<file path="src/scs_pkg.sv">
// scs_pkg: constants and types of the setpoint and control-signal block
package scs_pkg;
	// ---------------------------------------------------------------
	// apb register byte offsets
	// ---------------------------------------------------------------
	localparam logic [7:0] REG_CTRL = 8'h00;
	localparam logic [7:0] REG_RAMP = 8'h04;
	localparam logic [7:0] REG_LIMIT = 8'h08;
	localparam logic [7:0] REG_WINT = 8'h0C;
	localparam logic [7:0] REG_WSER = 8'h10;
	localparam logic [7:0] REG_YDDC = 8'h14;
	localparam logic [7:0] REG_SAFE = 8'h18;
	localparam logic [7:0] REG_STAT = 8'h1C;
	// control bits, shared by pins and CTRL[15:0]
	localparam int NDI = 16;
	localparam int B_FRZ_ALL = 0;
	localparam int B_FRZ_STR = 1;
	localparam int B_FRZ_CFG = 2;
	localparam int B_CB = 3;
	localparam int B_MAN = 4;
	localparam int B_TRACK = 5;
	localparam int B_SAFE = 6;
	localparam int B_HOLD = 7;
	localparam int B_EXTSEL = 8;
	localparam int B_PONLY1 = 9;
	localparam int B_PONLY2 = 10;
	localparam int B_PSET = 11;
	localparam int B_BLK_UP = 12;
	localparam int B_BLK_DN = 13;
	localparam int B_RAMP_OFF = 14;
	localparam int B_CB2 = 15;
	// serial bits that belong to controller two
	localparam logic [15:0] SER2_MASK = 16'h0400;
	// configuration bits in CTRL[31:16]
	localparam int C_INNER = 16;
	localparam int C_INNER2 = 17;
	localparam int C_DOUBLE = 18;
	localparam int C_RATIO = 19;
	localparam int C_STEPINT = 20;
	localparam int C_DDC = 21;
	localparam int C_TRKSUP = 22;
	localparam int C_INCSEL = 23;
	localparam int C_SAFEDIR = 24;
	localparam logic [31:0] CTRL_RESET = 32'h0001_0000;
	// key pins
	localparam int NKEY = 6;
	localparam int K_WUP = 0;
	localparam int K_WDN = 1;
	localparam int K_IUP = 2;
	localparam int K_IDN = 3;
	localparam int K_YUP = 4;
	localparam int K_YDN = 5;
	// ---------------------------------------------------------------
	// scaling: one digit is 0.1 %
	// ---------------------------------------------------------------
	localparam logic signed [15:0] W_MIN = 16'hFF9C;
	localparam logic signed [15:0] W_MAX = 16'h044C;
	localparam logic signed [15:0] Y_MIN = 16'h0000;
	localparam logic signed [15:0] Y_MAX = 16'h03E8;
	localparam logic signed [15:0] SP_RESET = 16'h0000;
	localparam logic [16:0] TS_MAX = 17'h18600;
	localparam logic [16:0] TS_OFF = 17'h00000;
	localparam logic [6:0] KSTEP_MIN = 7'h01;
	localparam logic [6:0] KSTEP_MAX = 7'h40;
	localparam logic [1:0] KMOVES_DBL = 2'h3;
	// timing
	localparam int unsigned CLK_HZ = 10_000_000;
	localparam int unsigned TS_UNIT_MS = 6000;
	localparam int unsigned FULL_SCALE = 1000;
	localparam int unsigned RAMP_DIV_CYC = CLK_HZ / 1000 * TS_UNIT_MS / FULL_SCALE;
	localparam int unsigned KEY_REPEAT_MS = 200;
	localparam int unsigned KEY_REPEAT_CYC = CLK_HZ / 1000 * KEY_REPEAT_MS;
	// ---------------------------------------------------------------
	// types
	// ---------------------------------------------------------------
	typedef logic signed [15:0] scs_sp_t;
	typedef enum logic [1:0] {
		LVL_PROC = 2'b00,
		LVL_PARAM = 2'b01,
		LVL_STRUCT = 2'b10
	} scs_lvl_t;
	typedef struct packed {
		logic [1:0] lvl;
		logic [NKEY-1:0] key;
		logic [NDI-1:0] di;
	} scs_pin_t;
	typedef struct packed {
		logic psel;
		logic penable;
		logic pwrite;
		logic [7:0] paddr;
		logic [31:0] pwdata;
	} scs_apb_req_t;
	typedef struct packed {
		scs_pin_t sync1;
		scs_pin_t sync2;
		logic [31:0] ctrl;
		logic [16:0] ts;
		scs_sp_t lo;
		scs_sp_t hi;
		scs_sp_t wi;
		scs_sp_t wes;
		scs_sp_t winc;
		scs_sp_t weff;
		scs_sp_t ydd;
		scs_sp_t ysafe;
		scs_sp_t yman;
		scs_sp_t y;
		logic [16:0] pre;
		logic [16:0] tcnt;
		logic [21:0] kcnt;
		logic [6:0] kstep;
		logic [1:0] kmoves;
		logic kheld;
		logic [31:0] prdata;
		logic pslverr;
	} scs_state_t;
endpackage : scs_pkg

</file>
<file path="src/scs_setpoint_ctrl.sv">
// scs_setpoint_ctrl: control signals, setpoint path and output mode select
`timescale 1ns/10ps
`default_nettype none

// Summary of operation
// - freeze_all blocks all operation and configuration; only display remains.
// - freeze_structuring allows parameter level only, refuses structuring.
// - freeze_config blocks parameterization and structuring; process operation only.
// - manual_external_request holds output; front keys adjust manipulated variable.
// - tracking drives output to track_target unless internal position simulation.
// - safe mode gives safety value, or 0/100 % with internal simulation.
// - ramp_hold stops a ramped setpoint change in progress.
// - ext_source_sel picks analog input versus serial or incremental path.
// - p_only_ctrl_one and p_only_ctrl_two select proportional-only operation.
// - single controllers switch to parameter set two; double ones ignore it.
// - serial controller-two bits act only with computer_ready_two high and inner_key_two low.
// - internal setpoint is key adjustable while the internal indicator is lit.
// - keys step 1 digit first, then accelerate; release restarts smallest step.
// - serial link presets internal setpoint absolutely whenever keys may adjust.
// - external setpoint from analog, incremental or serial path per selection.
// - ramp_time_param sets full-scale travel time, zero means no limit.
// - ramp_time_param also sets incremental adjustment travel rate.
// - untracked source switches ramp; tracking_suppress_switch disables follow-up.
// - ramp-disable signal bypasses the setpoint ramp.
// - effective setpoint clamped to bounds except in ratio controllers.
// - computer operation is not inner key and computer_ready.
module scs_setpoint_ctrl
	import scs_pkg::*;
#(
	parameter int unsigned RAMP_DIV = RAMP_DIV_CYC,
	parameter int unsigned KEY_REPEAT = KEY_REPEAT_CYC
) (
	input wire logic mclk_i,
	input wire logic rst_i,
	input wire scs_apb_req_t apb_i,
	output logic [31:0] prdata_o,
	output logic pready_o,
	output logic pslverr_o,
	input wire scs_pin_t pins_i,
	input wire scs_sp_t w_analog_i,
	input wire scs_sp_t y_auto_i,
	input wire scs_sp_t track_target_i,
	output scs_sp_t w_eff_o,
	output scs_sp_t y_o,
	output logic computer_op_o,
	output logic internal_lit_o,
	output logic allow_op_o,
	output logic allow_param_o,
	output logic allow_struct_o,
	output scs_lvl_t level_o,
	output logic [1:0] p_only_o,
	output logic param_set_two_o
);
	// ---------------------------------------------------------------
	// state and working signals
	// ---------------------------------------------------------------
	scs_state_t s;
	scs_state_t next_s;
	logic [NDI-1:0] sig;
	logic gate2;
	logic computer_op;
	logic fa;
	logic fc;
	logic fs;
	logic key_ok;
	logic ramp_on;
	logic pre_tick;
	logic rtick;
	logic kany;
	logic kmove;
	logic setup;
	logic access;
	logic wr_ok;
	scs_sp_t ext;
	scs_sp_t target;
	scs_sp_t ycand;
	scs_sp_t wd_lo;
	scs_sp_t wd_hi;
	logic signed [16:0] kd;

	// saturate a widened value into [lo, hi]
	function automatic scs_sp_t sat(input logic signed [16:0] v, input scs_sp_t lo,
		input scs_sp_t hi);
		if (v < lo) begin
			return lo;
		end else if (v > hi) begin
			return hi;
		end
		return scs_sp_t'(v[15:0]);
	endfunction : sat

	// move one digit toward a goal
	function automatic scs_sp_t toward(input scs_sp_t cur, input scs_sp_t goal);
		if (cur < goal) begin
			return cur + 16'sh0001;
		end else if (cur > goal) begin
			return cur - 16'sh0001;
		end
		return cur;
	endfunction : toward

	// ---------------------------------------------------------------
	// control signal decode
	// ---------------------------------------------------------------
	// pins OR serial presets; controller-two serial bits gated
	always_comb begin
		gate2 = (s.sync2.di[B_CB2] | s.ctrl[B_CB2]) & ~s.ctrl[C_INNER2];
		sig = s.sync2.di | (s.ctrl[15:0] & (gate2 ? 16'hFFFF : ~SER2_MASK));
		computer_op = ~s.ctrl[C_INNER] & sig[B_CB];
		fa = sig[B_FRZ_ALL];
		fc = sig[B_FRZ_CFG];
		fs = sig[B_FRZ_STR];
		key_ok = ~computer_op & ~fa;
		ramp_on = (s.ts != TS_OFF) & ~sig[B_RAMP_OFF];
	end

	// operating levels granted from the front panel request
	always_comb begin
		allow_op_o = ~fa;
		allow_param_o = ~fa & ~fc;
		allow_struct_o = ~fa & ~fc & ~fs;
		level_o = LVL_PROC;
		if (s.sync2.lvl == LVL_STRUCT && allow_struct_o) begin
			level_o = LVL_STRUCT;
		end else if (s.sync2.lvl != LVL_PROC && allow_param_o) begin
			level_o = LVL_PARAM;
		end
	end

	// ---------------------------------------------------------------
	// ramp timebase: one digit per ts * RAMP_DIV cycles
	// ---------------------------------------------------------------
	// two stages keep 9984 min inside 34 bits of counters
	always_comb begin
		pre_tick = (s.pre == 17'(RAMP_DIV - 1));
		if (s.ts == TS_OFF) begin
			rtick = pre_tick;
		end else begin
			rtick = pre_tick && (s.tcnt == s.ts - 17'h00001);
		end
	end

	// ---------------------------------------------------------------
	// setpoint source and limits
	// ---------------------------------------------------------------
	always_comb begin
		if (sig[B_EXTSEL]) begin
			ext = w_analog_i;
		end else if (s.ctrl[C_INCSEL]) begin
			ext = s.winc;
		end else begin
			ext = s.wes;
		end
		target = computer_op ? ext : s.wi;
		if (!s.ctrl[C_RATIO]) begin
			target = sat(17'(target), s.lo, s.hi);
		end
	end

	// ---------------------------------------------------------------
	// output mode selection
	// ---------------------------------------------------------------
	// priority: safety, tracking, manual, ddc, automatic
	always_comb begin
		if (sig[B_SAFE]) begin
			if (s.ctrl[C_STEPINT]) begin
				ycand = s.ctrl[C_SAFEDIR] ? Y_MAX : Y_MIN;
			end else begin
				ycand = s.ysafe;
			end
		end else if (sig[B_TRACK] && !s.ctrl[C_STEPINT]) begin
			ycand = track_target_i;
		end else if (sig[B_MAN]) begin
			ycand = s.yman;
		end else if (s.ctrl[C_DDC] && computer_op) begin
			ycand = s.ydd;
		end else begin
			ycand = y_auto_i;
		end
		// limit switches hold the output against the blocked direction
		if (sig[B_BLK_UP] && ycand > s.y) begin
			ycand = s.y;
		end
		if (sig[B_BLK_DN] && ycand < s.y) begin
			ycand = s.y;
		end
	end

	// ---------------------------------------------------------------
	// key progression and apb decode helpers
	// ---------------------------------------------------------------
	always_comb begin
		kany = s.sync2.key[K_WUP] | s.sync2.key[K_WDN] | s.sync2.key[K_YUP]
			| s.sync2.key[K_YDN];
		kmove = kany & (~s.kheld | (s.kcnt == 22'(KEY_REPEAT - 1)));
		kd = $signed({10'h000, s.kstep});
		setup = apb_i.psel & ~apb_i.penable;
		access = apb_i.psel & apb_i.penable;
		wd_lo = scs_sp_t'(apb_i.pwdata[15:0]);
		wd_hi = scs_sp_t'(apb_i.pwdata[31:16]);
	end

	// write admission, evaluated in the setup cycle
	always_comb begin
		wr_ok = 1'b0;
		if (apb_i.paddr == REG_CTRL) begin
			wr_ok = 1'b1;
		end else if (apb_i.paddr == REG_RAMP) begin
			wr_ok = allow_param_o && apb_i.pwdata[16:0] <= TS_MAX;
		end else if (apb_i.paddr == REG_LIMIT) begin
			wr_ok = allow_param_o && wd_lo >= W_MIN && wd_hi <= W_MAX && wd_lo <= wd_hi;
		end else if (apb_i.paddr == REG_SAFE) begin
			wr_ok = allow_param_o && wd_lo >= Y_MIN && wd_lo <= Y_MAX;
		end else if (apb_i.paddr == REG_WINT) begin
			wr_ok = key_ok && wd_lo >= W_MIN && wd_lo <= W_MAX;
		end else if (apb_i.paddr == REG_WSER || apb_i.paddr == REG_YDDC) begin
			wr_ok = ~fa;
		end
	end

	// ---------------------------------------------------------------
	// next state
	// ---------------------------------------------------------------
	always_comb begin
		next_s = s;
		next_s.sync1 = pins_i;
		next_s.sync2 = s.sync1;
		// ramp timebase counters
		next_s.pre = pre_tick ? 17'h00000 : s.pre + 17'h00001;
		if (pre_tick) begin
			next_s.tcnt = (rtick || s.ts == TS_OFF) ? 17'h00000 : s.tcnt + 17'h00001;
		end
		// key repeat timer and step progression
		next_s.kheld = kany;
		if (!kany) begin
			next_s.kcnt = '0;
			next_s.kstep = KSTEP_MIN;
			next_s.kmoves = 2'h0;
		end else begin
			next_s.kcnt = kmove ? 22'h000000 : s.kcnt + 22'h000001;
			if (kmove && s.kheld) begin
				next_s.kmoves = s.kmoves + 2'h1;
				if (s.kmoves == KMOVES_DBL && s.kstep != KSTEP_MAX) begin
					next_s.kstep = {s.kstep[5:0], 1'b0};
				end
			end
		end
		// effective setpoint: jump when unlimited, else crawl one digit
		if (!ramp_on) begin
			next_s.weff = target;
		end else if (rtick && !sig[B_HOLD]) begin
			next_s.weff = toward(s.weff, target);
		end
		// follow-up of the inactive sources keeps switching bumpless
		if (!s.ctrl[C_TRKSUP]) begin
			if (computer_op) begin
				next_s.wi = s.weff;
			end
			if (!computer_op || sig[B_EXTSEL] || !s.ctrl[C_INCSEL]) begin
				next_s.winc = s.weff;
			end
			if (!computer_op || sig[B_EXTSEL] || s.ctrl[C_INCSEL]) begin
				next_s.wes = s.weff;
			end
		end
		// incremental external setpoint moves at the ramp rate
		if (!fa && rtick && computer_op && !sig[B_EXTSEL] && s.ctrl[C_INCSEL]) begin
			if (s.sync2.key[K_IUP] && !s.sync2.key[K_IDN]) begin
				next_s.winc = sat(17'(s.winc) + 17'sh00001, W_MIN, W_MAX);
			end else if (s.sync2.key[K_IDN] && !s.sync2.key[K_IUP]) begin
				next_s.winc = sat(17'(s.winc) - 17'sh00001, W_MIN, W_MAX);
			end
		end
		// front keys on the internal setpoint
		if (kmove && key_ok) begin
			if (s.sync2.key[K_WUP]) begin
				next_s.wi = sat(17'(s.wi) + kd, W_MIN, W_MAX);
			end else if (s.sync2.key[K_WDN]) begin
				next_s.wi = sat(17'(s.wi) - kd, W_MIN, W_MAX);
			end
		end
		// manual output: keys adjust, otherwise follow for bumpless entry
		if (sig[B_MAN] && !fa) begin
			if (kmove && s.sync2.key[K_YUP]) begin
				next_s.yman = sat(17'(s.yman) + kd, Y_MIN, Y_MAX);
			end else if (kmove && s.sync2.key[K_YDN]) begin
				next_s.yman = sat(17'(s.yman) - kd, Y_MIN, Y_MAX);
			end
		end else if (!sig[B_MAN]) begin
			next_s.yman = s.y;
		end
		next_s.y = ycand;
		// apb: answer prepared in setup, write lands in access
		if (setup) begin
			next_s.pslverr = apb_i.pwrite ? ~wr_ok : 1'b0;
			next_s.prdata = 32'h0000_0000;
			if (apb_i.paddr == REG_CTRL) begin
				next_s.prdata = s.ctrl;
			end else if (apb_i.paddr == REG_RAMP) begin
				next_s.prdata = {15'h0000, s.ts};
			end else if (apb_i.paddr == REG_LIMIT) begin
				next_s.prdata = {s.hi, s.lo};
			end else if (apb_i.paddr == REG_WINT) begin
				next_s.prdata = {16'h0000, s.wi};
			end else if (apb_i.paddr == REG_WSER) begin
				next_s.prdata = {16'h0000, s.wes};
			end else if (apb_i.paddr == REG_YDDC) begin
				next_s.prdata = {16'h0000, s.ydd};
			end else if (apb_i.paddr == REG_SAFE) begin
				next_s.prdata = {16'h0000, s.ysafe};
			end else if (apb_i.paddr == REG_STAT) begin
				next_s.prdata = {8'h00, (s.weff != target), param_set_two_o, p_only_o,
					allow_struct_o, allow_param_o, allow_op_o, computer_op, s.weff};
				next_s.pslverr = apb_i.pwrite;
			end else begin
				next_s.pslverr = 1'b1;
			end
		end
		if (access && apb_i.pwrite && !s.pslverr) begin
			if (apb_i.paddr == REG_CTRL) begin
				next_s.ctrl = apb_i.pwdata;
			end else if (apb_i.paddr == REG_RAMP) begin
				next_s.ts = apb_i.pwdata[16:0];
				next_s.tcnt = 17'h00000;
			end else if (apb_i.paddr == REG_LIMIT) begin
				next_s.lo = wd_lo;
				next_s.hi = wd_hi;
			end else if (apb_i.paddr == REG_WINT) begin
				next_s.wi = wd_lo;
			end else if (apb_i.paddr == REG_WSER) begin
				next_s.wes = wd_lo;
			end else if (apb_i.paddr == REG_YDDC) begin
				next_s.ydd = wd_lo;
			end else if (apb_i.paddr == REG_SAFE) begin
				next_s.ysafe = wd_lo;
			end
		end
	end

	// state register
	always_ff @(posedge mclk_i) begin
		if (rst_i) begin
			s <= '0;
			s.ctrl <= CTRL_RESET;
			s.lo <= W_MIN;
			s.hi <= W_MAX;
			s.kstep <= KSTEP_MIN;
		end else begin
			s <= next_s;
		end
	end

	// ---------------------------------------------------------------
	// outputs
	// ---------------------------------------------------------------
	assign prdata_o = s.prdata;
	assign pready_o = 1'b1;
	assign pslverr_o = s.pslverr & access;
	assign w_eff_o = s.weff;
	assign y_o = s.y;
	assign computer_op_o = computer_op;
	assign internal_lit_o = ~computer_op;
	assign p_only_o = {sig[B_PONLY2], sig[B_PONLY1]};
	assign param_set_two_o = ~s.ctrl[C_DOUBLE] & sig[B_PSET];
endmodule : scs_setpoint_ctrl

`default_nettype wire

</file>
<file path="config.mk">
export PLATFORM = sky130hd
export DESIGN_NAME = scs_setpoint_ctrl
export DESIGN_NICKNAME = d
export VERILOG_FILES = /design/src/scs_pkg.sv /design/src/scs_setpoint_ctrl.sv
export SDC_FILE = /design/constraint.sdc
export NUM_CORES = 1
export LEC_CHECK = 0
export BUFFER_PORTS_ARGS = -buffer_cell sky130_fd_sc_hd__buf_2
export CORE_MARGIN = 2
export CORE_UTILIZATION = 33
export DETAILED_ROUTE_END_ITERATION = 10
export PLACE_DENSITY = 0.55
export SYNTH_ARGS = -nofsm -noshare
export SYNTH_HDL_FRONTEND = slang
export SYNTH_SLANG_ARGS = --single-unit
</file>
<file path="constraint.sdc">
create_clock -name mclk_i -period 15.8 [get_ports mclk_i]
set_input_delay 0.79 -clock mclk_i [delete_from_list [all_inputs] [get_ports mclk_i]]
set_output_delay 0.79 -clock mclk_i [all_outputs]
set_load 0.02 [all_outputs]
</file>
==> impl_results.md <==
* Syn Inst Count at 3311
* DR vias at 25300
* Reg2reg path depth at 24
* # H-tree levels at 2
* Fmax at 117 MHz
* Routed vias/inst at 5.80
* Clock Path Buffers at 3
* Place WS at 7350 ps
* Final Hold Fails at 0
* Wirelength per Cell at 23.3 um
* Initial antenna violation count at 8
* Minimum period implied by the final worst setup slack at 8540 ps
* Synth Area in Compound Gates at 22.9%
* Worst Path Required at 16280 ps
* Total CTS buffers at 44
* Post-DP HPWL at 76200 um
* Simple-gate share of the synthesized area at 24.1%
* Synth Flop Type: dfxtp_1
* Synth Area in XOR/XNOR at 4.14%
* First-pass GRT wire length at 151000 um
* Post-synth EDFFs at 0
* Largest net degree at the start of global routing at 89
* Starting DRT DRC Count at 2846
* # Max-Cap Violations at 0
* RR Startpoint: s[292]$_SDFFE_PP1P_
* PD cells at 91.8 nW/um^2
* Nets at 3548
* Capturing point of the worst reg2reg path: w_eff_o[12]$_SDFFE_PP0P_
* RSZ-0062 raised after global routing: false
* Hold-critical path depth at 2
* Clk root buf: clkbuf_16
* Final Total Pwr at 2.58 mW
* Number of global-route vias before repair at 23600
* Crit start category: flip-flop
* PortBufs at 191
* Total grt overflow at 0
* Layout area overhead at 10.6%
* Final Util at 36.9%
* Worst setup EP type: flip-flop
* CTS Sinks at 356
* Endpoints failing setup at 0
* Hold path startpoint: pins_i[14]
* Std cell rows at 101
* Most common cell after layout, fill and taps aside: nand2_1
* Layout cells sized above 1 at 12.4%
* Final wirelength at 101000 um
* Clock skew at 32.7 ps
* Mapped Nets at 3562
* Final period util at 54.1%
* CP Launch Point: s[292]$_SDFFE_PP1P_
* Status: complete, no violations
* Crit Path Category: flip-flop to flip-flop
* Post-CTS sizing at 0
* Max VDD drop at 0.0000651 V
* Top cell type's share of synthesized area at 28.1%
* Starting Density at 33.4%
* WHS Endpoint: next_s[322]$_SDFF_PP0_
* #FFs+latches synth at 356
* Postcts setup bufs at 0
* Max Slew Vio Count at 0
* Critical path arrival at 9020 ps
* Hold-fix buffers at CTS at 0
* Syn Area/Cell at 7.67 um^2
* Slew HR at 14.0%
* IO Count at 193
* Core area at 76100 um^2
* Gr usage total at 25.0%
* Final worst slack at 7260 ps
* Fillers at 8133
* Adder-Cell Fraction of Synth Area at 6.72%
* RD Place Congestion at 0.986
* Largest family of logic cells by synthesized area: simple AND/OR/NAND/NOR gates
* Worst-margin pin slew at 1280 ps
* Post-synthesis mux area share at 6.33%
* Post-Syn Area at 25400 um^2
* TritonCTS clock tree: yes
* Post-route ant nets at 0
* Reg clk slew, reported paths at 70 ps
* R2r setup slk at 7260 ps
* Lkg Pwr at 11.0 nW
* Die X at 281 um
* Yosys warns at 0
* Most frequent cells in the layout: nand2_1 (363), dfxtp_1 (356), nor2_1 (294)
* Sequential area share after synthesis at 28.1%
* Largest cells by area after synthesis: dfxtp_1 (28%), ha_1 (6.4%), nand2_1 (5.4%)
* DRC Markers at 0
* Die area at 79100 um^2
* Area leader, netlist: dfxtp_1
* Hold Path Class: primary input to flip-flop
* Setup total negative slack at 0 ps
* Die Ht at 281 um
* Clock insertion delay at the later pin of the skew report at 590 ps
* CP Max Fanout at 35
* Pre-antenna DRT Iters at 8
* Post-synthesis async set-or-reset flop share at 0%
* Register area at 7130 um^2
* Synth cell types at 105
* Area of the multi-input gates at 16300 um^2
* Worst Hold Margin at 414 ps
==> worst max-delay path: stages (launching register included) <==
cell       delay [ps]
dfxtp_1           320
o21ba_2           220
buf_4             350
inv_2             280
o21ai_0           450
ha_1              330
a21o_1            160
a21o_1            180
a2111oi_0         380
o2111ai_1         400
and2_0            710
a21o_1            460
a211oi_1          380
ha_1              270
nand4_1           170
nor4_1            510
o21ai_1           220
a31oi_1           600
nor2_1            260
xor2_1            210
ha_1              290
or4_1             600
a2bb2o_1          290
o22ai_1            70
a221o_1           300
==> report_power, final <==
group / total [mW] / switching, mW / leakage (nW) / internal, mW
registers: 0.964 / 0.0423 / 2.89 / 0.922
clock network: 1.03 / 0.432 / 0.708 / 0.602
logic: 0.578 / 0.366 / 7.43 / 0.212
total: 2.58 / 0.840 / 11.0 / 1.74
==> layout make-up <==
cell class	instances	area share (%)
multi-input combinational	2516	58.3
sequential	356	25.4
timing repair buffer	236	4.65
tap	1030	4.59
clock buffer	60	4.42
inverter	143	1.91
clock inverter	18	0.745
antenna	2	0.0178
==> cell usage after synthesis, types with 16 or more instances <==
cell type / n
a31oi_1: 27
ha_1: 130
nor3_1: 101
xor2_1: 61
mux2i_1: 92
a211oi_1: 61
xnor2_1: 59
nor2b_1: 94
a221oi_1: 20
a311oi_1: 28
nand4_1: 61
and2_1: 17
nand3_1: 89
o211ai_1: 46
mux2_2: 29
dfxtp_1: 356
mux4_2: 16
nor4_1: 37
a21oi_1: 236
buf_4: 66
and3_1: 31
buf_1: 17
inv_1: 141
o22ai_1: 26
o21ai_0: 153
nand2_1: 363
nand2b_1: 25
clkbuf_1: 198
a22oi_1: 29
a21o_1: 34
o21a_1: 32
or3_1: 40
nor2_1: 297
or2_2: 22
==> worst max-delay path by stage <==
stage / end / cells after the start
floorplan: w_eff_o[12]$_SDFFE_PP0P_ / 28
global placement: w_eff_o[12]$_SDFFE_PP0P_ / 24
detailed placement: w_eff_o[12]$_SDFFE_PP0P_ / 24
CTS: w_eff_o[12]$_SDFFE_PP0P_ / 24
global route: w_eff_o[12]$_SDFFE_PP0P_ / 26
finish: w_eff_o[12]$_SDFFE_PP0P_ / 24
==> per-layer routing <==
| metal | global-route usage [%] | up-vias | share of wire (%) |
|---|---|---|---|
| li1 | - | 11900 | - |
| met1 | 33.8 | 12000 | 43 |
| met2 | 38.9 | 1179 | 44 |
| met3 | 4.36 | 256 | 8.8 |
| met4 | 10.8 | 6 | 4.7 |
| met5 | 0 | - | 0.028 |
==> registers in the layout (all words and copies together) (netlist names) <==
register  count
kd            7
next_s       24
prdata_o     32
s           261
w_eff_o      16
y_o          16
==> cells by family (layout without fill, tap and decap cells) <==
family	after synthesis	count (layout)
buf+inv	439	457
other cells	1	3
compound gates	870	870
flops	356	356
mux	137	137
fa+ha+maj	134	134
simple gates	1254	1254
xor+xnor	120	120
==> stage by stage <==
stage | instance area [um^2] | std cells
floorplan | 25400 | 3311
detailed placement | 26600 | 4281
finish | 28100 | 4361
global placement | 26600 | 4281
CTS | 28100 | 4359
global route | 28100 | 4360
Power figures use the tool's default switching activity.
